**src/common/pvp_pkg.sv**
```systemverilog
// Constants, register map and carrier types for the parallel video port.
// Assumes one system clock domain; pins arrive asynchronously.
package pvp_pkg;

  // Structure
  localparam int NUM_PORTS = 2;
  localparam int DATA_W    = 16;
  localparam int NUM_FS    = 3;
  localparam int ADDR_W    = 4;
  localparam int REG_W     = 16;
  localparam int IDX_W     = 3;

  // Register indices inside one port; address bit 3 selects the port
  localparam logic [IDX_W-1:0] REG_CONTROL  = 3'h0;
  localparam logic [IDX_W-1:0] REG_DELAY    = 3'h1;
  localparam logic [IDX_W-1:0] REG_COUNT    = 3'h2;
  localparam logic [IDX_W-1:0] REG_LINES    = 3'h3;
  localparam logic [IDX_W-1:0] REG_STATUS   = 3'h4;
  localparam int               PORT_SEL_BIT = 3;

  // Control fields
  localparam int CTL_ENABLE_BIT = 0;
  localparam int CTL_MODE_LSB   = 1;
  localparam int MODE_W         = 3;
  localparam int CTL_WIDTH_LSB  = 4;
  localparam int WIDTH_W        = 4;
  localparam int CTL_FSEN_LSB   = 8;

  // Submodes
  localparam logic [MODE_W-1:0] MODE_GP_IN   = 3'h0;
  localparam logic [MODE_W-1:0] MODE_CAPTURE = 3'h1;
  localparam logic [MODE_W-1:0] MODE_GP_OUT  = 3'h2;
  localparam logic [MODE_W-1:0] MODE_ITU_ACT = 3'h3;
  localparam logic [MODE_W-1:0] MODE_ITU_VBI = 3'h4;
  localparam logic [MODE_W-1:0] MODE_ITU_ALL = 3'h5;

  // Width code is bit count minus one
  localparam logic [WIDTH_W-1:0] WCODE_8  = 4'h7;
  localparam logic [WIDTH_W-1:0] WCODE_10 = 4'h9;
  localparam logic [WIDTH_W-1:0] WCODE_16 = 4'hf;
  localparam logic [DATA_W-1:0]  MASK_ALL = 16'hffff;

  // Timing reference word fields
  localparam logic [7:0] PRE_ONES  = 8'hff;
  localparam logic [7:0] PRE_ZEROS = 8'h00;
  localparam int XY_F_BIT = 6;
  localparam int XY_V_BIT = 5;
  localparam int XY_H_BIT = 4;
  localparam logic [1:0] PRE_IDLE = 2'h0;
  localparam logic [1:0] PRE_ONE  = 2'h1;
  localparam logic [1:0] PRE_TWO  = 2'h2;
  localparam logic [1:0] PRE_XY   = 2'h3;

  // Status bits
  localparam int ST_BUSY   = 0;
  localparam int ST_SYNCED = 1;
  localparam int ST_FIELD  = 2;
  localparam int ST_VBLANK = 3;
  localparam int ST_DONE   = 4;

  // Reset values
  localparam logic [REG_W-1:0] CTL_RESET   = 16'h0000;
  localparam logic [REG_W-1:0] DELAY_RESET = 16'h0000;
  localparam logic [REG_W-1:0] COUNT_RESET = 16'h0000;
  localparam logic [REG_W-1:0] LINES_RESET = 16'h0000;

  // Frame sync enables used by frame capture: first and second
  localparam logic [NUM_FS-1:0] FS_CAPTURE_OE = 3'h3;

  typedef enum logic [1:0] {ST_IDLE, ST_DELAY, ST_XFER} pvp_state_type;

  typedef struct packed {
    logic              port_clock_in;
    logic [NUM_FS-1:0] frame_sync;
    logic [DATA_W-1:0] data;
  } pvp_pins_in_type;

  typedef struct packed {
    logic [NUM_FS-1:0] frame_sync;
    logic [NUM_FS-1:0] frame_sync_oe;
    logic [DATA_W-1:0] data;
    logic              data_oe;
  } pvp_pins_out_type;

endpackage

```
**src/rtl/pvp_parallel_video_port.sv**
```systemverilog
// Two parallel video ports with register port and sample stream side.
// Assumes port clocks at most half core_clk_i; pins are asynchronous.
`timescale 1ns/1ps

module pvp_parallel_video_port (
  input  wire logic                                               core_clk_i,
  input  wire logic                                               reset_n_i,
  input  wire logic [pvp_pkg::ADDR_W-1:0]                         reg_addr_i,
  input  wire logic [pvp_pkg::REG_W-1:0]                          reg_wdata_i,
  input  wire logic                                               reg_wr_i,
  input  wire logic                                               reg_rd_i,
  output logic      [pvp_pkg::REG_W-1:0]                          reg_rdata_o,
  input  wire pvp_pkg::pvp_pins_in_type  [pvp_pkg::NUM_PORTS-1:0] pins_i,
  output pvp_pkg::pvp_pins_out_type      [pvp_pkg::NUM_PORTS-1:0] pins_o,
  output logic [pvp_pkg::NUM_PORTS-1:0][pvp_pkg::DATA_W-1:0]     rx_data_o,
  output logic [pvp_pkg::NUM_PORTS-1:0]                           rx_valid_o,
  input  wire logic [pvp_pkg::NUM_PORTS-1:0][pvp_pkg::DATA_W-1:0] tx_data_i,
  output logic [pvp_pkg::NUM_PORTS-1:0]                           tx_ready_o
);

  logic [pvp_pkg::REG_W-1:0]  port_rd_w [pvp_pkg::NUM_PORTS];
  logic [pvp_pkg::REG_W-1:0]  rdata_ff;
  logic [pvp_pkg::IDX_W-1:0]  reg_idx;
  logic                       reg_port;

  // Shared address decode
  assign reg_idx  = reg_addr_i[pvp_pkg::IDX_W-1:0];
  assign reg_port = reg_addr_i[pvp_pkg::PORT_SEL_BIT];

  // Read data valid only in the cycle after the strobe
  always_ff @(posedge core_clk_i or negedge reset_n_i) begin
    if (!reset_n_i) begin
      rdata_ff <= '0;
    end else begin
      rdata_ff <= reg_rd_i ? port_rd_w[reg_port] : '0;
    end
  end
  assign reg_rdata_o = rdata_ff;

  for (genvar p = 0; p < pvp_pkg::NUM_PORTS; p++) begin : g_port
    logic [pvp_pkg::REG_W-1:0]   ctl_ff, dly_ff, cnt_ff, lines_ff;
    logic                        clk_s1_ff, clk_s2_ff, clk_prev_ff;
    logic [pvp_pkg::NUM_FS-1:0]  fs_s1_ff, fs_s2_ff;
    logic [pvp_pkg::DATA_W-1:0]  din_s1_ff, din_s2_ff;
    logic                        fs1_last_ff;
    pvp_pkg::pvp_state_type      state_ff, nxt_state;
    logic [pvp_pkg::REG_W-1:0]   dly_cnt_ff, smp_cnt_ff, line_cnt_ff;
    logic [1:0]                  pre_ff, nxt_pre;
    logic                        synced_ff, field_ff, vblank_ff, hblank_ff, done_ff;
    logic [pvp_pkg::NUM_FS-1:0]  fs_out_ff;
    logic [pvp_pkg::DATA_W-1:0]  dout_ff, rx_data_ff;
    logic                        rx_valid_ff;
    logic                        wr_sel, edge_w, en, fs1_rise, trigger, start_ok;
    logic                        last_smp, last_line, gp_read, itu_mode, itu_emit;
    logic                        is_ones, is_zeros, xy_hit, f1_start, sav_hit;
    logic                        m_in, m_cap, m_out, m_act, m_vbi, m_all;
    logic [pvp_pkg::MODE_W-1:0]  mode;
    logic [pvp_pkg::WIDTH_W-1:0] wcode, eff_code;
    logic [pvp_pkg::DATA_W-1:0]  mask, sample;
    logic [7:0]                  top8;
    logic [pvp_pkg::NUM_FS-1:0]  fs_en, fs_oe;

    // Register writes for this port
    assign wr_sel = reg_wr_i & (reg_port == 1'(p));
    always_ff @(posedge core_clk_i or negedge reset_n_i) begin
      if (!reset_n_i) begin
        ctl_ff   <= pvp_pkg::CTL_RESET;
        dly_ff   <= pvp_pkg::DELAY_RESET;
        cnt_ff   <= pvp_pkg::COUNT_RESET;
        lines_ff <= pvp_pkg::LINES_RESET;
      end else if (wr_sel) begin
        if (reg_idx == pvp_pkg::REG_CONTROL) ctl_ff <= reg_wdata_i;
        if (reg_idx == pvp_pkg::REG_DELAY) dly_ff <= reg_wdata_i;
        if (reg_idx == pvp_pkg::REG_COUNT) cnt_ff <= reg_wdata_i;
        if (reg_idx == pvp_pkg::REG_LINES) lines_ff <= reg_wdata_i;
      end
    end

    // Register read selection, unmapped reads zero
    assign port_rd_w[p] =
      (reg_idx == pvp_pkg::REG_CONTROL) ? ctl_ff :
      (reg_idx == pvp_pkg::REG_DELAY)   ? dly_ff :
      (reg_idx == pvp_pkg::REG_COUNT)   ? cnt_ff :
      (reg_idx == pvp_pkg::REG_LINES)   ? lines_ff :
      (reg_idx == pvp_pkg::REG_STATUS)  ?
        {11'h000, done_ff, vblank_ff, field_ff, synced_ff, state_ff != pvp_pkg::ST_IDLE} :
      '0;

    // Two-stage synchronisers for port clock, syncs and data
    always_ff @(posedge core_clk_i or negedge reset_n_i) begin
      if (!reset_n_i) begin
        clk_s1_ff   <= 1'b0;
        clk_s2_ff   <= 1'b0;
        clk_prev_ff <= 1'b0;
        fs_s1_ff    <= '0;
        fs_s2_ff    <= '0;
        din_s1_ff   <= '0;
        din_s2_ff   <= '0;
      end else begin
        clk_s1_ff   <= pins_i[p].port_clock_in;
        clk_s2_ff   <= clk_s1_ff;
        clk_prev_ff <= clk_s2_ff;
        fs_s1_ff    <= pins_i[p].frame_sync;
        fs_s2_ff    <= fs_s1_ff;
        din_s1_ff   <= pins_i[p].data;
        din_s2_ff   <= din_s1_ff;
      end
    end

    // Rising port clock edge is the single working edge
    assign edge_w = clk_s2_ff & ~clk_prev_ff;

    // Control decode
    assign en    = ctl_ff[pvp_pkg::CTL_ENABLE_BIT];
    assign mode  = ctl_ff[pvp_pkg::CTL_MODE_LSB +: pvp_pkg::MODE_W];
    assign wcode = ctl_ff[pvp_pkg::CTL_WIDTH_LSB +: pvp_pkg::WIDTH_W];
    assign fs_en = ctl_ff[pvp_pkg::CTL_FSEN_LSB +: pvp_pkg::NUM_FS];
    assign m_in  = en & (mode == pvp_pkg::MODE_GP_IN);
    assign m_cap = en & (mode == pvp_pkg::MODE_CAPTURE);
    assign m_out = en & (mode == pvp_pkg::MODE_GP_OUT);
    assign m_act = en & (mode == pvp_pkg::MODE_ITU_ACT);
    assign m_vbi = en & (mode == pvp_pkg::MODE_ITU_VBI);
    assign m_all = en & (mode == pvp_pkg::MODE_ITU_ALL);
    assign itu_mode = m_act | m_vbi | m_all;

    // Width: 8 or 10..16 bits; video modes force 8 or 10
    assign eff_code = itu_mode ? ((wcode == pvp_pkg::WCODE_10) ? pvp_pkg::WCODE_10
                                                               : pvp_pkg::WCODE_8)
                    : ((wcode == pvp_pkg::WCODE_8 || wcode >= pvp_pkg::WCODE_10)
                       ? wcode : pvp_pkg::WCODE_16);
    assign mask   = pvp_pkg::MASK_ALL >> (pvp_pkg::WCODE_16 - eff_code);
    assign sample = din_s2_ff & mask;

    // Timing code recognition on the upper eight bits of a sample
    assign top8     = (eff_code == pvp_pkg::WCODE_10) ? sample[9:2] : sample[7:0];
    assign is_ones  = (top8 == pvp_pkg::PRE_ONES);
    assign is_zeros = (top8 == pvp_pkg::PRE_ZEROS);
    assign xy_hit   = edge_w & itu_mode & (pre_ff == pvp_pkg::PRE_XY);
    assign f1_start = xy_hit & ~top8[pvp_pkg::XY_F_BIT] & field_ff;
    assign sav_hit  = xy_hit & ~top8[pvp_pkg::XY_H_BIT] & ~top8[pvp_pkg::XY_V_BIT];

    // Preamble stage: ones, zeros, zeros, then the timing word
    always_comb begin
      nxt_pre = is_ones ? pvp_pkg::PRE_ONE : pvp_pkg::PRE_IDLE;
      case (pre_ff)
        pvp_pkg::PRE_ONE: if (is_zeros) nxt_pre = pvp_pkg::PRE_TWO;
        pvp_pkg::PRE_TWO: if (is_zeros) nxt_pre = pvp_pkg::PRE_XY;
        pvp_pkg::PRE_XY:  nxt_pre = pvp_pkg::PRE_IDLE;
        default:          nxt_pre = nxt_pre;
      endcase
    end

    // Which video samples go out
    assign itu_emit = synced_ff & ((m_all)
      | (m_act & ~done_ff & ~hblank_ff & ~vblank_ff & ~is_ones
         & (pre_ff == pvp_pkg::PRE_IDLE))
      | (m_vbi & vblank_ff & ~is_ones & (pre_ff == pvp_pkg::PRE_IDLE)));

    // Video timing state
    always_ff @(posedge core_clk_i or negedge reset_n_i) begin
      if (!reset_n_i) begin
        pre_ff    <= pvp_pkg::PRE_IDLE;
        synced_ff <= 1'b0;
        field_ff  <= 1'b0;
        vblank_ff <= 1'b1;
        hblank_ff <= 1'b1;
      end else if (!itu_mode) begin
        pre_ff    <= pvp_pkg::PRE_IDLE;
        synced_ff <= 1'b0;
      end else if (edge_w) begin
        pre_ff <= nxt_pre;
        if (xy_hit) begin
          field_ff  <= top8[pvp_pkg::XY_F_BIT];
          vblank_ff <= top8[pvp_pkg::XY_V_BIT];
          hblank_ff <= top8[pvp_pkg::XY_H_BIT];
        end
        if (f1_start) synced_ff <= 1'b1;
      end
    end

    // General-purpose sequencing
    assign fs1_rise  = edge_w & fs_s2_ff[0] & ~fs1_last_ff;
    assign start_ok  = (cnt_ff != '0) & (state_ff == pvp_pkg::ST_IDLE);
    assign trigger   = start_ok & ((m_in & fs1_rise) | (edge_w & (m_cap | m_out)));
    assign last_smp  = (smp_cnt_ff == cnt_ff - 16'h0001);
    assign last_line = (line_cnt_ff >= lines_ff - 16'h0001);
    assign gp_read   = edge_w & (state_ff == pvp_pkg::ST_XFER) & (m_in | m_cap);

    // Next state of the sequencer
    always_comb begin
      nxt_state = state_ff;
      case (state_ff)
        pvp_pkg::ST_IDLE:
          if (trigger) nxt_state = (dly_ff == '0) ? pvp_pkg::ST_XFER : pvp_pkg::ST_DELAY;
        pvp_pkg::ST_DELAY:
          if (edge_w && dly_cnt_ff == dly_ff) nxt_state = pvp_pkg::ST_XFER;
        pvp_pkg::ST_XFER:
          if (edge_w && last_smp) nxt_state = pvp_pkg::ST_IDLE;
        default: nxt_state = pvp_pkg::ST_IDLE;
      endcase
      if (!(m_in | m_cap | m_out)) nxt_state = pvp_pkg::ST_IDLE;
    end

    // Sequencer registers and counters
    always_ff @(posedge core_clk_i or negedge reset_n_i) begin
      if (!reset_n_i) begin
        state_ff    <= pvp_pkg::ST_IDLE;
        fs1_last_ff <= 1'b0;
        dly_cnt_ff  <= '0;
        smp_cnt_ff  <= '0;
        line_cnt_ff <= '0;
        done_ff     <= 1'b0;
      end else begin
        state_ff <= nxt_state;
        if (edge_w) fs1_last_ff <= fs_s2_ff[0];
        if (trigger) dly_cnt_ff <= 16'h0001;
        else if (edge_w) dly_cnt_ff <= dly_cnt_ff + 16'h0001;
        if (state_ff != pvp_pkg::ST_XFER) smp_cnt_ff <= '0;
        else if (edge_w) smp_cnt_ff <= smp_cnt_ff + 16'h0001;
        if (!en) begin
          line_cnt_ff <= '0;
          done_ff     <= 1'b0;
        end else if (itu_mode) begin
          if (f1_start) begin
            line_cnt_ff <= '0;
            done_ff     <= 1'b0;
          end else if (sav_hit && synced_ff) begin
            if (line_cnt_ff == cnt_ff) done_ff <= 1'b1;
            else line_cnt_ff <= line_cnt_ff + 16'h0001;
          end
        end else if (m_cap && edge_w && state_ff == pvp_pkg::ST_XFER && last_smp) begin
          line_cnt_ff <= last_line ? '0 : line_cnt_ff + 16'h0001;
        end
      end
    end

    // Frame sync direction per submode
    assign fs_oe = m_cap ? pvp_pkg::FS_CAPTURE_OE : (m_out ? fs_en : '0);

    // Sync outputs, output data and captured samples change on the working edge
    always_ff @(posedge core_clk_i or negedge reset_n_i) begin
      if (!reset_n_i) begin
        fs_out_ff   <= '0;
        dout_ff     <= '0;
        rx_data_ff  <= '0;
        rx_valid_ff <= 1'b0;
      end else begin
        if (edge_w) begin
          fs_out_ff <= '0;
          if (trigger && m_cap) begin
            fs_out_ff <= {1'b0, line_cnt_ff == '0, 1'b1};
          end else if (trigger && m_out) begin
            fs_out_ff <= fs_en;
          end
        end
        if (edge_w && m_out && state_ff == pvp_pkg::ST_XFER) begin
          dout_ff <= tx_data_i[p] & mask;
        end
        rx_valid_ff <= gp_read | (edge_w & itu_emit);
        if (gp_read || (edge_w && itu_emit)) rx_data_ff <= sample;
      end
    end

    // Pin and stream outputs
    assign pins_o[p].frame_sync    = fs_out_ff;
    assign pins_o[p].frame_sync_oe = fs_oe;
    assign pins_o[p].data          = dout_ff;
    assign pins_o[p].data_oe       = m_out;
    assign rx_data_o[p]            = rx_data_ff;
    assign rx_valid_o[p]           = rx_valid_ff;
    assign tx_ready_o[p] = edge_w & m_out & (state_ff == pvp_pkg::ST_XFER);
  end

endmodule

```
**config.mk**
```make
export PLATFORM = sky130hd
export DESIGN_NAME = pvp_parallel_video_port
export DESIGN_NICKNAME = d
export VERILOG_FILES = /design/src/common/pvp_pkg.sv /design/src/rtl/pvp_parallel_video_port.sv
export SDC_FILE = /design/constraint.sdc
export NUM_CORES = 1
export LEC_CHECK = 0
export CORE_MARGIN = 4
export CORE_UTILIZATION = 35
export CTS_BUF_LIST = sky130_fd_sc_hd__clkbuf_8
export DETAILED_ROUTE_END_ITERATION = 10
export DONT_BUFFER_PORTS = 1
export GPL_TIMING_DRIVEN = 0
export PLACE_DENSITY = 0.46
export SLEW_MARGIN = 30
export SYNTH_ARGS = -nofsm -noshare
export SYNTH_HDL_FRONTEND = slang
export SYNTH_SLANG_ARGS = --single-unit
```
**constraint.sdc**
```tcl
create_clock -name core_clk_i -period 10.1 [get_ports core_clk_i]
set_input_delay 0.505 -clock core_clk_i [delete_from_list [all_inputs] [get_ports core_clk_i]]
set_output_delay 0.505 -clock core_clk_i [all_outputs]
set_load 0.05 [all_outputs]
```
# [Yosys cells after proc, flatten, opt, wreduce, memory -nomap -nowiden]
# Index checks and enable logic that the tools add are counted.
[word_totals] word_cells=401 output_inout_bits=98 ff_bits=406
[op_classes] add_sub_neg=12 muxes=92 eq_ne=62 reduce_logical=65 shifts=2 n_lt_le_gt_ge=5 n_bitwise=110
[ops] cell="$mux W16" n=34
[ops] cell="$add A16 B1 Y16 const B" n=6
[ops] cell="$eq A16 B16 Y1" n=6
[ops] cell="$and A1 B1 Y1" n=68
[ops] cell="$and A16 B16 Y16" n=4
[ops] cell="$logic_not A16 Y1" n=4
[ops] cell="$sub A16 B1 Y16 const B" n=4
[ops] cell="$mux W2" n=18
[ops] cell="$ge A16 B16 Y1" n=2
[ops] cell="$reduce_bool A16 Y1" n=2
[ops] cell="$shr A16 B4 Y16 const A" n=2
[ops] cell="$mux W3" n=8
[ops] cell="$mux W4" n=6
[ops] cell="$pmux W2 S3" n=4
[ops] cell="$reduce_and A3 Y1" n=8
[ops] cell="$logic_and A1 B1 Y1" n=22
[ops] cell="$reduce_and A2 Y1" n=10
[ops] cell="$not A1 Y1" n=19
[ops] cell="$eq A3 B2 Y1 const B" n=6
[ops] cell="$mux W1" n=18
[ops] cell="$ne A3 B1 Y1 const B" n=6
[ops] cell="$ne A3 B3 Y1 const B" n=6
[ops] cell="$or A1 B1 Y1" n=18
[ops] cell="$eq A4 B4 Y1 const B" n=4
[ops] cell="other kinds (21)" n=63

# [Depth between registers and ports, before layout]
[depth] ltp_word=18 mapped_depth=17 mapped_depth_nobuf=16

# [Least setup slack after synthesis]
# Ideal clock, no wire load.
[synth_path] path_type="register to register" startpoint="register g_port[1].lines_ff[3] (netlist bit)" endpoint="register g_port[1].line_cnt_ff[13] (netlist bit)" required_time_ns=10.005 arrival_time_ns=3.478 setup_ns=0.095 slack_ns=6.526 path_stages_with_launch=18 period_less_slack_ns=3.574 cell_sequence="dfrtp_1 -> nor3_1 -> nand2b_1 -> nor4_1 -> nand2_1 -> or2_2 -> nor4_1 -> xnor2_1 -> ha_1 -> a21o_1 -> a21oi_1 -> nor2b_1 -> o41ai_1 -> a21oi_1 -> or2_1 -> buf_6 -> buf_6 -> o31ai_1"
[synth_via] elab_chain_cells=6
[synth_lines] element="from (decl)" line_no="pvp_parallel_video_port.sv:41" text="logic [pvp_pkg::REG_W-1:0] ctl_ff, dly_ff, cnt_ff, lines_ff;"
[synth_lines] element="from (signal assigned)" line_no="pvp_parallel_video_port.sv:70" text="lines_ff <= pvp_pkg::LINES_RESET;"
[synth_lines] element="from (signal assigned)" line_no="pvp_parallel_video_port.sv:75" text="if (reg_idx == pvp_pkg::REG_LINES) lines_ff <= reg_wdata_i;"
[synth_lines] element="$sub A16 B1 Y16" line_no="pvp_parallel_video_port.sv:186" text="assign last_line = (line_cnt_ff >= lines_ff - 16'h0001);"
[synth_lines] element="$ge A16 B16 Y1" line_no="pvp_parallel_video_port.sv:186"
[synth_lines] element="$mux W16" line_no="pvp_parallel_video_port.sv:232" text="line_cnt_ff <= last_line ? '0 : line_cnt_ff + 16'h0001;"
[synth_lines] element="$mux W16" line_no="pvp_parallel_video_port.sv:231" text="end else if (m_cap && edge_w && state_ff == pvp_pkg::ST_XFER && last_smp) begin"
[synth_lines] element="$mux W16" line_no="pvp_parallel_video_port.sv:223" text="end else if (itu_mode) begin"
[synth_lines] element="$mux W16" line_no="pvp_parallel_video_port.sv:220" text="if (!en) begin"
[synth_lines] element="to (signal assigned)" line_no="pvp_parallel_video_port.sv:229" text="else line_cnt_ff <= line_cnt_ff + 16'h0001;"
[synth_lines] element="to (signal assigned)" line_no="pvp_parallel_video_port.sv:232"
[synth_lines] element="to (decl)" line_no="pvp_parallel_video_port.sv:47" text="logic [pvp_pkg::REG_W-1:0] dly_cnt_ff, smp_cnt_ff, line_cnt_ff;"
# No other way between the ends. The select of a mux whose other input is x is not followed.
# A chain may end at the register's enable or synchronous reset.

# [Final worst setup path]
# Same ends and word-level chain as after synthesis.

==> flow_summary.yaml <==
timing:
  tightest_slew_ns: 0.947
  hold_viol_final: 0
  max_freq_mhz: 236
  finalSetupTns_ns: 0
  period_needed_ns: 4.24
  min_period_over_period_pct: 42.0
  finalSetupViolCount: 0
  slew_viol_final: 0
  relSlewSlack_pct: 36.5
  worst_clock_skew_ns: 0.0303
  finalWorstSetupSlack_ns: 5.86
  rsz0062_at_grt: "no"
placed_design:
  pre_cts_ws_ns: 5.92
  place_area_um2: 21900
  portBuffers: 0
  hpwl_mm: 47.1
  gp_congestion: 0.857
global_route:
  grt_overflow: 0
  grt_use_total_pct: 20.9
  grt_pass1_wl_mm: 103
  use_met2_pct: 31.1
  grt_max_degree: 407
  grt_pass1_vias: 16300
  use_met1_pct: 30.9
  antenna_found_initial: 8
  grt_use_met3_pct: 4.99
  top_usage_layer: "met2"
floorplanning:
  die-area_um2: 63600
  start_util_pct: 35.4
  core_um2: 59000
  num_rows: 89
  io_pins: 194
  die-height_um: 252
  die_width_um: 252
synthesis:
  syn-mean-instance-area_um2: 10.4
  ys_types: 82
  ys_seq_area_share_pct: 48.7
  synth_edf_count: 0
  yosys_warnings: 0
  netlist_area_um2: 20900
  ys_seq_elements: 406
  synthArstFlopShare_pct: 100
  syn_nets: 2141
  yosys_most_used_dff: "dfrtp_1"
  synthCells: 2001
final_layout:
  final_cell_mix: "dfrtp_1 (402), nand2_1 (205), nor2_1 (148)"
  finalInstanceArea_um2: 24400
  fillers: 5761
  syn_to_final_growth_pct: 16.9
  final_nets: 2307
  drive_gt1_share_pct: 15.2
  mostFrequentLayoutCell: "dfrtp_1"
worst_setup_path:
  cp-start-kind: "flip-flop"
  worst-path-max-fanout: 10
  worstSetupPathType: "reg -> reg"
  crit_family: "simple AND/OR/NAND/NOR gates"
  path_cells: "nor3_1, nand2b_1, nor4_1, nand2_1, or2_2, nor4_1, xnor2_1, ha_1, a21o_1, a21oi_1, nor2b_1, o41ai_1, a21oi_1, clkbuf_1, nor2_1, o21ai_0, o31ai_1"
  crit_required_ns: 10.61
  ff2ff_path_depth: 17
  cp_num_buf_inv: 1
  r2r-start: "g_port[1].lines_ff[3]$_DFFE_PN0P_"
  cp_slowest_stage_delay_ns: 0.44
  endpoint_kind: "flip-flop"
  r2r-end: "g_port[1].line_cnt_ff[13]$_DFFE_PN0P_"
  worst_path_max_delay_cell: "dfrtp_1"
  cp.arrival_ns: 4.76
  reg2reg_slack_ns: 5.86
clock_tree:
  numCtsBuffers: 75
  clk_pin_slew_worst_paths_ns: 0.06
  cts.sinks: 406
  clk_latency_ns: 0.67
  cts_tree: "done"
  h-tree-depth: 3
  clock_path_buffers: 3
  cts_root_buf: "clkbuf_8"
route:
  drt-total-wl_mm: 67.0
  ant_nets: 0
  wire_per_inst_um: 22.3
  via_per_inst: 5.40
  firstDrtPassIters: 5
  drc: 0
  num_vias: 16200
  detail_route.iter0.violations: 1148
hold_path:
  hold_path_end: "reg_rdata_o[12]$_DFF_PN0_"
  hp-class: "in -> reg"
  min_from: "reg_rd_i"
  min_delay_path_depth: 1
power:
  power_density_nw_per_um2: 199
  peakVddDrop_mv: 0.108
  p_leak_nw: 10.3
job:
  cap_violations: 0
status:
  run_status: "completed"
[where the power goes]
group | internal (mW) | switching [mW] | leakage, nW
combinational | 0.492 | 0.663 | 4.29
clock | 0.880 | 0.754 | 0.891
sequential | 1.79 | 0.261 | 5.07
[cells by family (layout without fill, tap and decap cells)]
| kind of cell | Yosys count | after routing | share of synthesized area (%) |
|---|---|---|---|
| compound gates | 271 | 271 | 8.54 |
| xor+xnor | 184 | 184 | 7.72 |
| fa+ha+maj | 44 | 44 | 2.64 |
| buf+inv | 165 | 391 | 3.31 |
| flops | 406 | 406 | 48.7 |
| mux | 198 | 198 | 11.6 |
| other cells | 0 | 4 | 0 |
| simple gates | 733 | 733 | 17.5 |
[layout make-up]
cell class              instances  area (um2)  area share (%)
flip-flops and latches        406       10200            41.7
clock buffers                  98        1350            5.53
repair buffers                 89         961            3.94
multi-input cells            1430       10100            41.2
diodes                          4        10.0          0.0410
plain buffers                 115         505            2.07
inverters                      50         188           0.769
clock inverters                39         208           0.851
well taps                     773         967            3.96
[stage by stage]
stage / power, mW / utilization [%] / std cells / hold WS (ns)
3_5_place_dp: 3.14 / 37.1 / 2774 / 0.245
5_1_grt: 5.12 / 41.3 / 3002 / 0.0606
2_1_floorplan: 2.78 / - / 2001 / 0.209
4_1_cts: 4.89 / 41.2 / 2996 / 0.0483
3_3_place_gp: 3.12 / 37.0 / 2774 / 0.247
6_report: 4.84 / 41.3 / 3004 / 0.119
[repair_timing]
item / 4_1_cts / 5_1_grt
hold buffers: 85 / 1
endpoints found under the setup margin: 0 / 0
endpoints found under the hold margin: 602 / 64
setup buffers: 0 / 0
gates resized for setup: 0 / 0
[registers in the layout, indices dropped and copies added, names as in the netlist, 4 cells and up]
register	cells
g_port.fs_out_ff	6
g_port.rx_data_ff	32
g_port.dout_ff	32
g_port.line_cnt_ff	32
g_port.dly_cnt_ff	32
g_port.din_s2_ff	32
g_port.pre_ff	4
g_port.din_s1_ff	32
reg_rdata_o	16
g_port.smp_cnt_ff	32
g_port.state_ff	4
g_port.lines_ff	32
g_port.cnt_ff	32
g_port.ctl_ff	32
g_port.dly_ff	32
[synthesized netlist by cell type (6+ instances only)]
master    instances  area share, %
a22o_1            8           0.34
xor2_1           89            3.7
o31ai_1           9           0.32
a22oi_1           8           0.29
a211oi_1         10           0.36
nand3b_1         10           0.36
mux4_2           20            2.2
clkbuf_1         92            1.7
a21o_1            7           0.25
nor4_1           37            1.1
inv_1            48           0.86
o21ai_0          82            2.0
o211ai_1          7           0.25
nand3_1          82            2.0
o22ai_1           7           0.21
or3_1            20           0.60
nand2_1         205            3.7
nor2_1          149            2.7
nand4_1          36            1.1
or2_2             7           0.21
nor2b_1          32           0.96
buf_1             8           0.14
dfrtp_1         402             48
nand2b_1         26           0.78
o41ai_1           6           0.25
a31oi_1           8           0.24
nor3_1           50            1.2
and3_1           34            1.0
a32o_1           10           0.48
ha_1             44            2.6
or4_1             9           0.32
mux2i_1          32            1.5
mux2_2          146            7.9
o21ai_1          10           0.24
a21oi_1          53            1.3
xnor2_1          95            4.0
[routing by layer]
layer  vias to the layer above  part of all wire [%]
met5                         -                 0.054
met3                        96                   7.2
met1                      8166                    47
met4                         6                   2.1
met2                       496                    44
li1                       7455                     -
[how the worst max path moves through the flow]
stage,end,start,cells past startpoint
after floorplan,g_port[1].line_cnt_ff[13]$_DFFE_PN0P_,g_port[1].lines_ff[3]$_DFFE_PN0P_,17
after global placement,g_port[1].line_cnt_ff[5]$_DFFE_PN0P_,g_port[1].lines_ff[3]$_DFFE_PN0P_,17
after detailed placement,g_port[1].line_cnt_ff[5]$_DFFE_PN0P_,g_port[1].lines_ff[3]$_DFFE_PN0P_,17
after CTS,g_port[1].line_cnt_ff[13]$_DFFE_PN0P_,g_port[1].lines_ff[3]$_DFFE_PN0P_,17
after global routing,g_port[1].line_cnt_ff[5]$_DFFE_PN0P_,g_port[1].lines_ff[3]$_DFFE_PN0P_,17
final,g_port[1].line_cnt_ff[13]$_DFFE_PN0P_,g_port[1].lines_ff[3]$_DFFE_PN0P_,17
Power figures use the tool's default switching activity.
